## src/rtl/mic_map.vh

```
// Register map, field positions and vectors of the interrupt control block
`ifndef MIC_MAP_VH
`define MIC_MAP_VH

// ==========================================================
// Register offsets (byte addresses)
`define MIC_OFF_MASK     5'h00
`define MIC_OFF_CTRL     5'h04
`define MIC_OFF_STAT     5'h08
`define MIC_OFF_EVENT    5'h0c
`define MIC_OFF_ACCEPT   5'h10

// ==========================================================
// Field positions
`define MIC_MASK_ES      5
`define MIC_PSW_L0       2
`define MIC_PSW_L1       3
`define MIC_STAT_IE      8
`define MIC_STAT_SOFT    9
`define MIC_STAT_L0      10
`define MIC_STAT_L1      11
`define MIC_STAT_ACT     12
`define MIC_EV_EI        0
`define MIC_EV_DI        1
`define MIC_EV_SOFTWARE_IRQ_INSTR     2
`define MIC_EV_RETURN_FROM_IRQ_INSTR      3
`define MIC_EV_TIMER     4
`define MIC_EV_SERIAL    5

// ==========================================================
// Reset values
`define MIC_MASK_RST     8'h00
`define MIC_PSW_RST      8'h00

// ==========================================================
// Vectors
`define MIC_VEC_LEVEL    16'h0004
`define MIC_VEC_TIMER    16'h0008
`define MIC_VEC_RISE     16'h0010
`define MIC_VEC_SEL      16'h0020
`define MIC_VEC_SERIAL   16'h0040
`define MIC_VEC_SOFT     16'h0060

`endif

```

## src/rtl/mic_prio.v

```verilog
// Fixed priority resolver with vector lookup
`timescale 1ns/10ps
`include "mic_map.vh"

module mic_prio (
   // Qualified requests: 0 level, 1 timer, 2 rise, 3 selectable, 4 serial
   input wire [4:0] req,
   // Winner
   output reg [4:0] grant,
   output reg [15:0] vector
);

   always @* begin
      grant = 5'h00;
      vector = 16'h0000;
      if (req[0]) begin
         grant = 5'h01;
         vector = `MIC_VEC_LEVEL;
      end else if (req[1]) begin
         grant = 5'h02;
         vector = `MIC_VEC_TIMER;
      end else if (req[2]) begin
         grant = 5'h04;
         vector = `MIC_VEC_RISE;
      end else if (req[3]) begin
         grant = 5'h08;
         vector = `MIC_VEC_SEL;
      end else if (req[4]) begin
         grant = 5'h10;
         vector = `MIC_VEC_SERIAL;
      end
   end

endmodule

```

## src/rtl/mic_ctrl.v

```verilog
// Interrupt control block: request flags, mask, enable, soft request, chain flags
//
// Implementation choices: register access over AXI4-Lite and the placing of the registers.
`timescale 1ns/10ps
`include "mic_map.vh"

// How it works
// Highest of level, timer, rise, selectable, serial wins when several pend.
// Enable instruction sets enable flip-flop; disable instruction clears it.
// Hardware requests taken only while enabled; otherwise they stay pending.
// Reset clears the enable flip-flop.
// Software interrupt sets soft request, blocking all five hardware requests.
// Return instruction clears soft request and lifts the block.
// Accepting a hardware interrupt clears the enable flip-flop.
// Acceptance pushes status word and program counter.
// Vectors 4, 8, 16, 32, 64 per source.
// Acceptance clears the accepted source's request flag, except the level flag, which follows its input.
// Software interrupt pushes state then branches to 96.
// Software interrupt taken whether enabled or not.
// Request flags readable for test without taking the interrupt.
// In a chain of immediate loads only the first executes.
// Chaining works only within group A or within group B.
// Chained A sets accumulator flag, chained B pair flag; others clear both.
// Interrupts not held off in chains; chain flags saved with status.
// Mask bit 5 selects edge of the selectable input.
// Edge select one means rising, zero means falling.
// Level flag follows its input.
// Rise flag set on each rising edge.
// Timer flag set on each timer overflow.
// Mask bit blocks its source without clearing its flag.
// Return restores program counter and status, reviving chain flags. Of the status, only chain flags are used; psw_base_q drives nothing.
module mic_ctrl (
   // Clock and reset
   input wire aclk,
   input wire aresetn,
   // AXI4-Lite write address
   input wire [4:0] s_axi_awaddr,
   input wire s_axi_awvalid,
   output wire s_axi_awready,
   // AXI4-Lite write data
   input wire [31:0] s_axi_wdata,
   input wire [3:0] s_axi_wstrb,
   input wire s_axi_wvalid,
   output wire s_axi_wready,
   // AXI4-Lite write response
   output reg [1:0] s_axi_bresp,
   output reg s_axi_bvalid,
   input wire s_axi_bready,
   // AXI4-Lite read address
   input wire [4:0] s_axi_araddr,
   input wire s_axi_arvalid,
   output wire s_axi_arready,
   // AXI4-Lite read data
   output reg [31:0] s_axi_rdata,
   output reg [1:0] s_axi_rresp,
   output reg s_axi_rvalid,
   input wire s_axi_rready,
   // External request pins
   input wire ext_level_request,
   input wire ext_rise_request,
   input wire ext_selectable_edge_request,
   // Core instruction strobes, one cycle each; irq_ack is a level the core holds
   input wire enable_irq_instr,
   input wire disable_irq_instr,
   input wire software_irq_instr,
   input wire return_from_irq_instr,
   input wire immediate_load_instr,
   input wire acc_load_instr,
   input wire pair_immediate_load_instr,
   input wire other_instr,
   input wire irq_ack,
   // Internal request sources, one-cycle pulses
   input wire timer_request,
   input wire serial_request,
   // Core state and return path
   input wire [15:0] program_counter,
   input wire [7:0] psw_alu_flags,
   input wire [15:0] restore_pc,
   input wire [7:0] restore_psw,
   // Acceptance to core
   output wire irq_pending,
   output reg accept_q,
   output reg [15:0] vector_q,
   output reg [15:0] saved_pc_q,
   output reg [7:0] saved_psw_q,
   output reg [15:0] resume_pc_q,
   output wire [7:0] program_status_word,
   output wire exec_suppress,
   output wire [4:0] request_flags
);

   // ==========================================================
   // Synchronisers for the pins
   reg [2:0] pin_s1_q;
   reg [2:0] pin_s2_q;
   reg [2:0] pin_prev_q;

   always @(posedge aclk) begin
      if (!aresetn) begin
         pin_s1_q <= 3'h0;
         pin_s2_q <= 3'h0;
         pin_prev_q <= 3'h0;
      end else begin
         pin_s1_q <= {ext_selectable_edge_request, ext_rise_request, ext_level_request};
         pin_s2_q <= pin_s1_q;
         pin_prev_q <= pin_s2_q;
      end
   end

   // ==========================================================
   // Register state
   reg [7:0] mask_q;
   reg ie_q;
   reg soft_request_ff_q;
   reg level_request_flag_q;
   reg rise_request_flag_q;
   reg sel_request_flag_q;
   reg timer_request_flag_q;
   reg serial_request_flag_q;
   reg acc_chain_flag_q;
   reg pair_chain_flag_q;
   reg [7:0] psw_base_q;
   reg [5:0] sw_event_q;

   wire es = mask_q[`MIC_MASK_ES];
   wire rise_edge = pin_s2_q[1] & ~pin_prev_q[1];
   // rising when set, falling when clear
   wire sel_edge = es ? (pin_s2_q[2] & ~pin_prev_q[2]) : (~pin_s2_q[2] & pin_prev_q[2]);

   // Events arrive either from the core and internal sources or from the event register
   wire ev_ei = enable_irq_instr | sw_event_q[`MIC_EV_EI];
   wire ev_di = disable_irq_instr | sw_event_q[`MIC_EV_DI];
   wire ev_software_irq_instr = software_irq_instr | sw_event_q[`MIC_EV_SOFTWARE_IRQ_INSTR];
   wire ev_return_from_irq_instr = return_from_irq_instr | sw_event_q[`MIC_EV_RETURN_FROM_IRQ_INSTR];
   wire ev_timer = timer_request | sw_event_q[`MIC_EV_TIMER];
   wire ev_serial = serial_request | sw_event_q[`MIC_EV_SERIAL];

   assign request_flags = {serial_request_flag_q, sel_request_flag_q, rise_request_flag_q,
      timer_request_flag_q, level_request_flag_q};

   // Mask bits follow the order level, timer, rise, selectable, serial
   wire [4:0] qualified = {serial_request_flag_q, sel_request_flag_q, rise_request_flag_q,
      timer_request_flag_q, level_request_flag_q} & ~mask_q[4:0];

   // Soft request overrides the enable flip-flop
   wire hw_open = ie_q & ~soft_request_ff_q;
   wire [4:0] gated = hw_open ? qualified : 5'h00;
   wire [4:0] grant;
   wire [15:0] vector;

   mic_prio u_prio (
      .req(gated),
      .grant(grant),
      .vector(vector)
   );

   assign irq_pending = |grant;
   // Taken only when core acknowledges; a chain does not hold it off
   wire hw_take = irq_pending & irq_ack & ~ev_software_irq_instr;

   // ==========================================================
   // Chain detection: only a same-group load following a load of that group
   wire is_a = immediate_load_instr & acc_load_instr;
   wire is_b = pair_immediate_load_instr | (immediate_load_instr & ~acc_load_instr);
   wire any_instr = is_a | is_b | other_instr;
   assign exec_suppress = (is_a & acc_chain_flag_q) | (is_b & pair_chain_flag_q);

   assign program_status_word = {psw_alu_flags[7:4], acc_chain_flag_q, pair_chain_flag_q,
      psw_alu_flags[1:0]};

   // ==========================================================
   // Control and flag update
   always @(posedge aclk) begin
      if (!aresetn) begin
         ie_q <= 1'b0;
         soft_request_ff_q <= 1'b0;
         level_request_flag_q <= 1'b0;
         rise_request_flag_q <= 1'b0;
         sel_request_flag_q <= 1'b0;
         timer_request_flag_q <= 1'b0;
         serial_request_flag_q <= 1'b0;
         acc_chain_flag_q <= 1'b0;
         pair_chain_flag_q <= 1'b0;
         accept_q <= 1'b0;
         vector_q <= 16'h0000;
         saved_pc_q <= 16'h0000;
         saved_psw_q <= `MIC_PSW_RST;
         resume_pc_q <= 16'h0000;
         psw_base_q <= `MIC_PSW_RST;
      end else begin
         accept_q <= 1'b0;
         if (ev_ei) begin
            ie_q <= 1'b1;
         end
         if (ev_di) begin
            ie_q <= 1'b0;
         end
         if (hw_take) begin
            ie_q <= 1'b0;
         end
         level_request_flag_q <= pin_s2_q[0];
         // New edge wins over the clear from acceptance
         rise_request_flag_q <= (rise_request_flag_q & ~(hw_take & grant[2])) | rise_edge;
         sel_request_flag_q <= (sel_request_flag_q & ~(hw_take & grant[3])) | sel_edge;
         timer_request_flag_q <= (timer_request_flag_q & ~(hw_take & grant[1])) | ev_timer;
         serial_request_flag_q <= (serial_request_flag_q & ~(hw_take & grant[4])) | ev_serial;
         if (ev_return_from_irq_instr) begin
            soft_request_ff_q <= 1'b0;
            acc_chain_flag_q <= restore_psw[`MIC_PSW_L1];
            pair_chain_flag_q <= restore_psw[`MIC_PSW_L0];
            psw_base_q <= restore_psw;
            resume_pc_q <= restore_pc;
         end else if (any_instr) begin
            acc_chain_flag_q <= is_a;
            pair_chain_flag_q <= is_b;
         end
         if (ev_software_irq_instr) begin
            soft_request_ff_q <= 1'b1;
            accept_q <= 1'b1;
            vector_q <= `MIC_VEC_SOFT;
            saved_pc_q <= program_counter;
            saved_psw_q <= program_status_word;
         end else if (hw_take) begin
            accept_q <= 1'b1;
            vector_q <= vector;
            saved_pc_q <= program_counter;
            saved_psw_q <= program_status_word;
         end
      end
   end

   // ==========================================================
   // AXI4-Lite slave, one write and one read in flight
   reg aw_hold_q;
   reg w_hold_q;
   reg [4:0] awaddr_q;
   reg [31:0] wdata_q;
   reg [3:0] wstrb_q;

   assign s_axi_awready = ~aw_hold_q & ~s_axi_bvalid;
   assign s_axi_wready = ~w_hold_q & ~s_axi_bvalid;
   assign s_axi_arready = ~s_axi_rvalid;

   wire aw_ok = aw_hold_q | (s_axi_awvalid & s_axi_awready);
   wire w_ok = w_hold_q | (s_axi_wvalid & s_axi_wready);
   wire [4:0] wa = aw_hold_q ? awaddr_q : s_axi_awaddr;
   wire [31:0] wd = w_hold_q ? wdata_q : s_axi_wdata;
   wire [3:0] ws = w_hold_q ? wstrb_q : s_axi_wstrb;
   wire do_write = aw_ok & w_ok;

   function known_addr;
      input [4:0] a;
      begin
         known_addr = (a == `MIC_OFF_MASK) || (a == `MIC_OFF_CTRL) || (a == `MIC_OFF_STAT) ||
            (a == `MIC_OFF_EVENT) || (a == `MIC_OFF_ACCEPT);
      end
   endfunction

   always @(posedge aclk) begin
      if (!aresetn) begin
         aw_hold_q <= 1'b0;
         w_hold_q <= 1'b0;
         awaddr_q <= 5'h00;
         wdata_q <= 32'h00000000;
         wstrb_q <= 4'h0;
         s_axi_bvalid <= 1'b0;
         s_axi_bresp <= 2'b00;
         s_axi_rvalid <= 1'b0;
         s_axi_rresp <= 2'b00;
         s_axi_rdata <= 32'h00000000;
         mask_q <= `MIC_MASK_RST;
         sw_event_q <= 6'h00;
      end else begin
         sw_event_q <= 6'h00;
         if (s_axi_bvalid & s_axi_bready) begin
            s_axi_bvalid <= 1'b0;
         end
         if (do_write) begin
            aw_hold_q <= 1'b0;
            w_hold_q <= 1'b0;
            s_axi_bvalid <= 1'b1;
            s_axi_bresp <= known_addr(wa) ? 2'b00 : 2'b10;
            if (wa == `MIC_OFF_MASK && ws[0]) begin
               mask_q <= {2'b00, wd[5:0]};
            end
            if (wa == `MIC_OFF_EVENT && ws[0]) begin
               sw_event_q <= wd[5:0];
            end
         end else begin
            if (s_axi_awvalid & s_axi_awready) begin
               aw_hold_q <= 1'b1;
               awaddr_q <= s_axi_awaddr;
            end
            if (s_axi_wvalid & s_axi_wready) begin
               w_hold_q <= 1'b1;
               wdata_q <= s_axi_wdata;
               wstrb_q <= s_axi_wstrb;
            end
         end
         if (s_axi_rvalid & s_axi_rready) begin
            s_axi_rvalid <= 1'b0;
         end
         if (s_axi_arvalid & s_axi_arready) begin
            s_axi_rvalid <= 1'b1;
            s_axi_rresp <= known_addr(s_axi_araddr) ? 2'b00 : 2'b10;
            case (s_axi_araddr)
               `MIC_OFF_MASK: s_axi_rdata <= {24'h000000, mask_q};
               `MIC_OFF_CTRL: s_axi_rdata <= {27'h0000000, grant};
               `MIC_OFF_STAT: s_axi_rdata <= {19'h00000, accept_q, acc_chain_flag_q,
                  pair_chain_flag_q, soft_request_ff_q, ie_q, 3'h0, request_flags};
               `MIC_OFF_ACCEPT: s_axi_rdata <= {vector_q, saved_pc_q};
               default: s_axi_rdata <= 32'h00000000;
            endcase
         end
      end
   end

endmodule

```

## config.mk

```make
export PLATFORM = sky130hd
export DESIGN_NAME = mic_ctrl
export DESIGN_NICKNAME = d
export VERILOG_FILES = /design/src/rtl/mic_prio.v /design/src/rtl/mic_ctrl.v
export VERILOG_INCLUDE_DIRS = /design/src /design/src/rtl
export SDC_FILE = /design/constraint.sdc
export NUM_CORES = 1
export LEC_CHECK = 0
export BUFFER_PORTS_ARGS = -buffer_cell sky130_fd_sc_hd__buf_2
export CORE_UTILIZATION = 42
export DETAILED_ROUTE_END_ITERATION = 6
export GPL_TIMING_DRIVEN = 0
export PLACE_DENSITY = 0.76
export SLEW_MARGIN = 20
export SYNTH_ARGS = -nofsm -noshare
export SYNTH_HDL_FRONTEND = slang
export SYNTH_SLANG_ARGS = --single-unit
```

## constraint.sdc

```tcl
create_clock -name aclk -period 1.88 [get_ports aclk]
set_clock_uncertainty 0.1 [all_clocks]
set_input_delay 0.282 -clock aclk [delete_from_list [all_inputs] [get_ports aclk]]
set_output_delay 0.282 -clock aclk [all_outputs]
set_load 0.01 [all_outputs]
```

; ---- Word level (Yosys, flattened, before mapping)
; Cells that the tools add are included.
[classes]
n_eq_ne = 8
mux = 36
n_bitwise = 60
n_reduce_logical = 25
[ops]
columns = op, n
row1 = $pmux W32 S4, 1
row2 = $mux W16, 6
row3 = $mux W5, 7
row4 = $and A1 B1 Y1, 26
row5 = $mux W7, 3
row6 = $eq A5 B4 Y1 const B, 4
row7 = $mux W8, 2
row8 = $not A1 Y1, 16
row9 = $or A1 B1 Y1, 16
row10 = $mux W1, 14
row11 = $eq A5 B3 Y1 const B, 2
row12 = $eq A5 B5 Y1 const B, 2
row13 = $logic_not A5 Y1, 2
row14 = $reduce_bool A2 Y1, 5
row15 = $logic_or A1 B1 Y1, 8
row16 = $mux W6, 1
row17 = $reduce_and A2 Y1, 3
row18 = $and A5 B5 Y5, 1
row19 = $not A5 Y5, 1
row20 = $reduce_or A5 Y1, 1
row21 = $mux W2, 2
row22 = $reduce_or A2 Y1, 2
row23 = $reduce_and A3 Y1, 1
row24 = $reduce_or A3 Y1, 1
row25 = $logic_and A1 B1 Y1, 2
[word_totals]
regBits = 139
out_inout_bits = 113
wordCells = 159

; ---- Longest topological paths before layout
; Gate-level depths: netlist (run 1).
[depth]
depth_word = 15
depth_mapped = 7

; ---- Modules after synthesis
; A second synthesis (run 1) with hierarchy kept.
[unflattened]
hier_cells = 644
area_unflattened_um2 = 5695.5
[modules_own_cells]
columns = mod, n_inst, cells_per_inst, area_per_inst_um2, seq_area_each_um2
row1 = mic_ctrl, 1, 621, 5516.5, 2722.6
row2 = mic_prio, 1, 23, 178.9, 0.0

; ---- Worst setup path after synthesis (run 1)
; OpenSTA, ideal clock, no wires.
[synth_timing]
path_type = register to register
from = register aw_hold_q
to = register mask_q[1]
setup_ns = 0.134
t_arrival_ns = 1.506
required_ns = 1.646
setup_slack_ns = 0.140
stages_incl_launch_ff = 8
synth_period_minus_slack_ns = 1.740
cell_sequence = dfxtp_1 buf_6 or3_1 a222oi_1 buf_4 and3_1 buf_4 a211oi_1
[synth_via]
elab_chain_cells = 6
elab_cells_between_ends = 9
classes_between = mux: 1 / bitwise: 5 / reduce/logical: 3
[synth_lines]
columns = item, line
row1 = from (decl), mic_ctrl.v:234  ; reg aw_hold_q;
row2 = from (signal assigned), mic_ctrl.v:261  ; aw_hold_q <= 1'b0;
row3 = from (signal assigned), mic_ctrl.v:279  ; aw_hold_q <= 1'b0;
row4 = from (signal assigned), mic_ctrl.v:291  ; aw_hold_q <= 1'b1;
row5 = $not A1 Y1, mic_ctrl.v:240  ; assign s_axi_awready = ~aw_hold_q & ~s_axi_bvalid;
row6 = $and A1 B1 Y1, mic_ctrl.v:240
row7 = $and A1 B1 Y1, mic_ctrl.v:244  ; wire aw_ok = aw_hold_q | (s_axi_awvalid & s_axi_awready);
row8 = $or A1 B1 Y1, mic_ctrl.v:244
row9 = $and A1 B1 Y1, mic_ctrl.v:249  ; wire do_write = aw_ok & w_ok;
row10 = $reduce_and A2 Y1 (no line) (*), --
row11 = to (signal assigned), mic_ctrl.v:271  ; mask_q <= `MIC_MASK_RST;
row12 = to (signal assigned), mic_ctrl.v:284  ; mask_q <= {2'b00, wd[5:0]};
row13 = to (decl), mic_ctrl.v:112  ; reg [7:0] mask_q;
; Every way passes the cells marked *; elsewhere a longest branch is shown, timed or not.
; A chain may end at the register's enable or synchronous reset.

; ---- Worst setup path after layout (run 1)
[layout_timing]
from = register w_hold_q
to = register mask_q[3]
[layout_via]
elab_chain_cells = 6
elab_cells_between_ends = 9
classes_between = mux: 2 / bitwise: 5 / reduce/logical: 2
[layout_lines]
columns = item, line
row1 = from (decl), mic_ctrl.v:235  ; reg w_hold_q;
row2 = from (signal assigned), mic_ctrl.v:262  ; w_hold_q <= 1'b0;
row3 = from (signal assigned), mic_ctrl.v:280  ; w_hold_q <= 1'b0;
row4 = from (signal assigned), mic_ctrl.v:295  ; w_hold_q <= 1'b1;
row5 = $not A1 Y1, mic_ctrl.v:241  ; assign s_axi_wready = ~w_hold_q & ~s_axi_bvalid;
row6 = $and A1 B1 Y1, mic_ctrl.v:241
row7 = $and A1 B1 Y1, mic_ctrl.v:245  ; wire w_ok = w_hold_q | (s_axi_wvalid & s_axi_wready);
row8 = $or A1 B1 Y1, mic_ctrl.v:245
row9 = $and A1 B1 Y1, mic_ctrl.v:249
row10 = $reduce_and A2 Y1 (no line), --
; Several ways; a longest one is shown, not always the timed one.

==> flow_summary_export.csv, run 1 <==
group,metric,value,unit
hold_path,min_path_cells,3,
floorplanning,die_width,110,µm
final_layout,area_growth,40.2,%
placement,portBuffers,165,
critical_path,reg2reg_to,"mask_q[3]",
synth,syn_inst,566,
route,drt.antenna.violating_nets,0,
critical_path,r2r_slack,0.03,ns
pwr,leakagePower,0.00329,µW
critical_path,path_max_fanout,10,
final_layout,fillCellCount,1043,
clock_tree,cts_sinks,114,
global_route,busiest_layer,"met2",
sta,setup_viol,0,
clock_tree,clk_latency,0.41,ns
pwr,p_int,5410,µW
synth,synth-edff-count,0,
final_layout,fin_area,0.00685,mm²
route,dr.pass1.iters,5,
synth,yosys_warnings,0,
pwr,combPwrFrac,0.117,
critical_path,crit_path_start_kind,"flip-flop",
synth,synth.distinct_cells,45,
synth,synth-seq-cells,114,
critical_path,crit_arrival,2.01,ns
synth,synth_top_cell_by_area,"dfxtp_1",
global_route,track_usage,0.229,
pwr,clockPowerShare,0.517,
floorplanning,die_area,0.0121,mm²
critical_path,critical_path_required,2.04,ns
synth,synth_area_leaders,"dfxtp_1, mux2i_1, nand2_1",
floorplanning,die_h,110,µm
route,drc,0,
critical_path,timing.rr.start,"w_hold_q",
sta,relSlewSlack,0.533,
route,wire_per_inst,14.7,µm
route,drt_first_iter_violations,250,
synth,yosysTopAreaCellShare,0.467,
synth,synth-async-reset-ratio,0,
global_route,grt_max_degree,17,
synth,synth.most_common_cell,"dfxtp_1",
global_route,use_met3,0.0605,
clock_tree,cts_root_buf,"clkbuf_16",
run_status,status,"complete, no violations",
clock_tree,htreeDepth,4,
synth,syn-cell-area,0.00488,mm²
final_layout,nNetsFinal,897,
flow_run,max_cap_violations,0,
floorplanning,rows,39,
placement,dp.cells,897,
route,viasPerCell,4.91,
pwr,power.density,1040,mW/mm²
clock_tree,numCtsBuffers,17,
sta,worstMarginPinSlew,0.698,ns
pwr,pwr-share-seq,0.367,
global_route,grt_pass1_vias,4191,
global_route,antenna_found_initial,0,
floorplanning,core_area,0.0114,mm²
critical_path,crit_type,"reg -> reg",
sta,fin_crit_sh,0.981,
route,num_vias,4605,
sta,fmax,542,MHz
synth,synth_ff_type,"dfxtp_1",
hold_path,hold_path.class,"in -> reg",
hold_path,hold_end,"resume_pc_q[10]",
pwr,switching_share,0.243,
synth,synth_commonest_cells,"dfxtp_1, nand2_1, mux2i_1",
synth,avgSynthCellArea,8.63,µm²
global_route,grtUsageMet1,0.273,
pwr,switchingPower,1740,µW
global_route,grt_pass1_wl,20.6,mm
critical_path,startpoint,"w_hold_q",
sta,hold_viol_final,0,
clock_tree,cts_tree,"yes",
critical_path,reg2regPathDepth,7,
final_layout,drive_gt1_frac,0.343,
placement,dp_hpwl,10.1,mm
floorplanning,io_pins,228,
final_layout,antennaDiodeCount,0,
sta,finalMaxSlewViolations,0,
sta,rsz0062_at_grt,"true",
final_layout,fin_cells,938,
critical_path,endpoint_kind,"flip-flop",
clock_tree,cts_buffer_depth,2,
placement,dpl-instance-area,0.00598,mm²
route,routed_wl,13.8,mm
sta,period_minus_slack,1.85,ns
sta,holdWs,0.0163,ns
global_route,gr-total-overflow,0,
floorplanning,initial_core_util,0.430,
hold_path,holdCritStartpoint,"restore_pc[10]",
global_route,grt_use_met2,0.389,
clock_tree,path_clk_slew,0.06,ns
pwr,peakVddDrop,1.07,mV
placement,place.gp.congestion,0.822,
synth,synth_seq_area_share,0.467,
[state kept, by name, summed over array words and instances, names as in the netlist, 5 cells and up]
register / count
awaddr_q: 5
sw_event_q: 6
saved_psw_q: 8
saved_pc_q: 16
wdata_q: 6
s_axi_rdata: 21
mask_q: 6
vector_q: 5
resume_pc_q: 16
[metrics by stage]
| stage | total power, µW | setup slack (ns) | util | TNS [ns] |
|---|---|---|---|---|
| after floorplan | 3140 | 0.140 | - | 0 |
| after global placement | 3440 | -0.0893 | 0.526 | -0.737 |
| after detailed placement | 3450 | -0.125 | 0.526 | -1.35 |
| after CTS | 7180 | -0.0528 | 0.599 | -0.288 |
| after global routing | 7400 | -0.0436 | 0.603 | -0.216 |
| final | 7150 | 0.0349 | 0.603 | 0 |
[power groups by stage]
| stage | combinational (µW) | sequential (µW) | clock [µW] |
|---|---|---|---|
| after floorplan | 465 | 2680 | 0 |
| after global placement | 774 | 2660 | 0 |
| after detailed placement | 787 | 2660 | 0 |
| after CTS | 826 | 2620 | 3740 |
| after global routing | 922 | 2630 | 3840 |
| final | 834 | 2620 | 3690 |
[how the worst max path moves through the flow]
| stage | to | slack (ns) | cells past startpoint |
|---|---|---|---|
| after floorplan | mask_q[1] | 0.14 | 7 |
| after global placement | s_axi_rdata[4] | -0.09 | 5 |
| after detailed placement | s_axi_rdata[4] | -0.12 | 5 |
| after CTS | saved_psw_q[0] | -0.05 | 6 |
| after global routing | mask_q[4] | -0.04 | 7 |
| final | mask_q[3] | 0.03 | 7 |
[kinds of logic after synthesis]
logic type      after synthesis  share of synthesized area
simple gates                225                      0.211
flops                       114                      0.467
compound gates               95                      0.118
buf+inv                      78                     0.0937
mux                          53                      0.109
other cells                   1                   0.000768
[cells in the final DEF, fill, tap and decap left out, types with 3 or more instances in the layout]
cell type / n
a211oi_2: 5
a21oi_1: 42
a221oi_1: 6
a22oi_1: 5
a31oi_1: 7
and2_1: 12
buf_1: 4
buf_2: 170
buf_4: 40
buf_6: 4
bufinv_16: 6
clkbuf_1: 17
clkbuf_16: 17
clkinv_4: 4
clkinvlp_4: 3
conb_1: 24
dfxtp_1: 110
dfxtp_2: 3
dlygate4sd3_1: 7
inv_1: 8
mux2i_1: 51
nand2_1: 112
nand2b_1: 10
nand2b_4: 3
nand3_1: 13
nand4_1: 3
nor2_1: 40
nor2b_1: 6
nor3_1: 7
o21ai_0: 16
or2_2: 3
[layout make-up]
| type | count | area, µm² | share of cell area |
|---|---|---|---|
| plain buffers | 68 | 430 | 0.0628 |
| clock buffers | 17 | 425 | 0.0621 |
| clock inverters | 15 | 255 | 0.0373 |
| inverters | 8 | 30.0 | 0.00438 |
| multi-input cells | 397 | 2310 | 0.337 |
| flip-flops and latches | 114 | 2290 | 0.334 |
| well taps | 143 | 179 | 0.0261 |
| repair buffers | 176 | 930 | 0.136 |
[per-layer routing]
| layer | part of all wire | up-vias |
|---|---|---|
| met1 | 0.43 | 2098 |
| met2 | 0.48 | 183 |
| li1 | - | 2304 |
| met3 | 0.071 | 20 |
| met5 | 0 | - |
| met4 | 0.018 | 0 |
[critical path: stages, from the launching register on]
cell	delay (ns)
dfxtp_1	0.31
clkbuf_4	0.23
inv_1	0.09
a222oi_1	0.33
buf_4	0.19
buf_6	0.12
and3_4	0.24
a211oi_2	0.08
[repair_timing]
action | 4_1_cts | 5_1_grt
hold buffers | 7 | 0
hold endpoints to repair | 7 | 0
setup endpoints to repair | 26 | 36
setup buffers | 3 | 0
pin swaps | 2 | 7
cloned | 1 | 0
resized for setup | 15 | 19
Note: power is estimated with default switching activity, not from simulation.
==> run 2: changes to the inputs <==
--- a/config.mk
+++ b/config.mk
@@ -7,11 +7,14 @@
 export NUM_CORES = 1
 export LEC_CHECK = 0
 export BUFFER_PORTS_ARGS = -buffer_cell sky130_fd_sc_hd__buf_2
-export CORE_UTILIZATION = 42
+export CORE_UTILIZATION = 46
+export CTS_BUF_LIST = sky130_fd_sc_hd__clkbuf_4 sky130_fd_sc_hd__clkbuf_8
 export DETAILED_ROUTE_END_ITERATION = 6
 export GPL_TIMING_DRIVEN = 0
-export PLACE_DENSITY = 0.76
+export PLACE_DENSITY = 0.8
+export REMOVE_ABC_BUFFERS = 1
 export SLEW_MARGIN = 20
 export SYNTH_ARGS = -nofsm -noshare
 export SYNTH_HDL_FRONTEND = slang
+export SYNTH_HIERARCHICAL = 1
 export SYNTH_SLANG_ARGS = --single-unit
==> flow_summary_export.csv, run 2 <==
group,metric,value,unit
run_status,status,"complete, but fails checks",
run_status,violations,"setup timing",
sta,hold_viol_final,0,
final_layout,fillCellCount,988,
hold_path,min_path_cells,3,
pwr,leakagePower,0.00369,µW
critical_path,path_buf_inv,1,
floorplanning,die_area,0.0128,mm²
synth,synth.distinct_cells,47,
critical_path,reg2reg_to,"saved_psw_q[6]",
pwr,peakVddDrop,0.504,mV
critical_path,path_cells,"nand2b_4, nor3b_2, nand2b_1, nor4_2, or4_4, or2_4, buf_6",
final_layout,final_core_util,0.646,
synth,synth-seq-cells,136,
floorplanning,initial_core_util,0.472,
floorplanning,rows,40,
synth,synth_commonest_cells,"dfxtp_1, nand2_1, nor2_1",
synth,synth.most_common_cell,"dfxtp_1",
sta,relSlewSlack,0.424,
synth,synth_area_leaders,"dfxtp_1, mux2i_1, nand2_1",
clock_tree,htreeDepth,4,
critical_path,reg2regPathDepth,10,
clock_tree,clk_latency,0.44,ns
synth,synth_ff_type,"dfxtp_1",
route,wire_per_inst,15.2,µm
critical_path,path_max_fanout,5,
synth,yosys_warnings,6,
pwr,power.density,777,mW/mm²
route,dr.pass1.iters,5,
global_route,grt_pass1_vias,5063,
hold_path,hold_end,"pair_chain_flag_q",
final_layout,largest_reg_flops,32,
placement,dp_slack,-2.44,ns
global_route,grt_pass1_wl,25.1,mm
floorplanning,die_width,113,µm
hold_path,hold_path.class,"in -> reg",
final_layout,layout_commonest_cell,"buf_2",
hold_path,holdCritStartpoint,"restore_psw[2]",
final_layout,antennaDiodeCount,0,
global_route,grt_max_degree,71,
synth,syn_inst,644,
synth,synth_top_cell_by_area,"dfxtp_1",
placement,portBuffers,188,
global_route,track_usage,0.253,
synth,avgSynthCellArea,8.84,µm²
final_layout,area_growth,36.7,%
critical_path,crit_path_max_incr_delay,0.54,ns
synth,yosysTopAreaCellShare,0.478,
global_route,gr-total-overflow,0,
critical_path,crit_arrival,2.35,ns
clock_tree,cts_sinks,136,
global_route,antenna_found_initial,0,
final_layout,final_cell_mix,"buf_2, dfxtp_1, nand2_1",
final_layout,nNetsFinal,987,
synth,synth_seq_area_share,0.478,
route,drt.antenna.violating_nets,0,
synth,synth-async-reset-ratio,0,
clock_tree,numCtsBuffers,17,
sta,worstMarginPinSlew,0.862,ns
sta,fin_crit_sh,1.45,
floorplanning,die_h,113,µm
route,drt_first_iter_violations,364,
clock_tree,cts_root_buf,"clkbuf_8",
clock_tree,path_clk_slew,0.07,ns
critical_path,path_delay_family,"simple AND/OR/NAND/NOR gates",
critical_path,timing.rr.start,"soft_request_ff_q",
placement,dp_hpwl,9.50,mm
critical_path,critical_path_required,1.50,ns
critical_path,crit_type,"reg -> out",
sta,rsz0062_at_grt,"true",
sta,period_minus_slack,2.73,ns
critical_path,r2r_slack,-0.79,ns
placement,place.gp.congestion,0.782,
clock_tree,cts_tree,"yes",
flow_run,max_cap_violations,0,
route,viasPerCell,5.04,
sta,finalMaxSlewViolations,0,
pwr,total_power,6050,µW
sta,setup_viol,52,
synth,syn-cell-area,0.00570,mm²
synth,synth-edff-count,0,
final_layout,regMostFlops,"s_axi_rdata",
sta,fmax,366,MHz
critical_path,crit_path_start_kind,"flip-flop",
sta,fin_ws,-0.852,ns
sta,tns,-28.78,ns
critical_path,endpoint_kind,"output port",
floorplanning,core_area,0.0121,mm²
clock_tree,cts_buffer_depth,2,
route,num_vias,5299,
route,drc,0,
route,routed_wl,16.0,mm
floorplanning,io_pins,228,
final_layout,drive_gt1_frac,0.324,
critical_path,cp_slowest_cell,"or4_4",
-- run 2: what timing repair did --
item,CTS,global route
endpoints found under the hold margin,59,0
hold buffers,58,0
gates cloned,4,0
setup buffers,18,2
endpoints found under the setup margin,122,90
resized for setup,35,17
pin swaps,8,4
-- run 2: per-stage QoR --
| step | std cells | hold slack (ns) | area, µm² |
|---|---|---|---|
| after floorplan | 581 | 0.280 | 5290 |
| after global placement | 937 | 0.314 | 6440 |
| after detailed placement | 939 | 0.318 | 6490 |
| after CTS | 1049 | 0.000124 | 7700 |
| after global routing | 1051 | 0.0266 | 7790 |
| final | 1051 | 0.0349 | 7790 |
-- run 2: worst max-delay path by stage --
stage	from	endpoint	slack, ns	cells after the start
floorplan	soft_request_ff_q	saved_pc_q[0]	-1.94	7
global placement	aresetn	s_axi_rdata[4]	-2.87	5
detailed placement	soft_request_ff_q	saved_pc_q[2]	-2.44	7
CTS	soft_request_ff_q	irq_pending	-0.80	6
global route	soft_request_ff_q	irq_pending	-0.96	7
finish	soft_request_ff_q	irq_pending	-0.85	7
-- run 2: layout make-up --
| cell class | instances | area (µm²) | share of cell area |
|---|---|---|---|
| clock buffers | 27 | 328 | 0.0421 |
| clock inverters | 3 | 17.5 | 0.00225 |
| inverters | 5 | 23.8 | 0.00305 |
| multi-input cells | 444 | 2730 | 0.351 |
| flip-flops and latches | 136 | 2740 | 0.351 |
| well taps | 168 | 210 | 0.0270 |
| repair buffers | 268 | 1740 | 0.223 |
-- run 2: kinds of logic after synthesis --
group / synth area share
other: 0.00132
multiplexers: 0.113
AND/OR/NAND/NOR: 0.235
buffers and inverters: 0.0815
AO/OA/AOI/OAI: 0.0912
flip-flops: 0.478
-- run 2: routing by layer --
metal | global-route usage | up-vias | wire [µm]
met4 | 0.110 | 0 | 481
li1 | - | 2611 | -
met5 | 0 | - | 0
met1 | 0.291 | 2440 | 6680
met3 | 0.0750 | 36 | 1020
met2 | 0.434 | 212 | 7840
-- run 2: worst register-to-register path, cell delays in order (launching register included) --
cell and delay (ns):
dfxtp_2 0.32, nand2b_4 0.19, nor3b_2 0.22, nand2b_1 0.17
nor4_2 0.08, or4_4 0.54, buf_4 0.18, o21ai_4 0.16
buf_4 0.17, and2_4 0.23, mux2i_1 0.23
-- run 2: report_power, final --
group / switching (µW) / leakage (µW) / internal, µW / total [µW]
Combinational: 451 / 0.00240 / 400 / 851
Sequential: 78.2 / 0.00111 / 2990 / 3070
Clock: 1030 / 0.000184 / 1100 / 2140
Total: 1560 / 0.00369 / 4490 / 6050
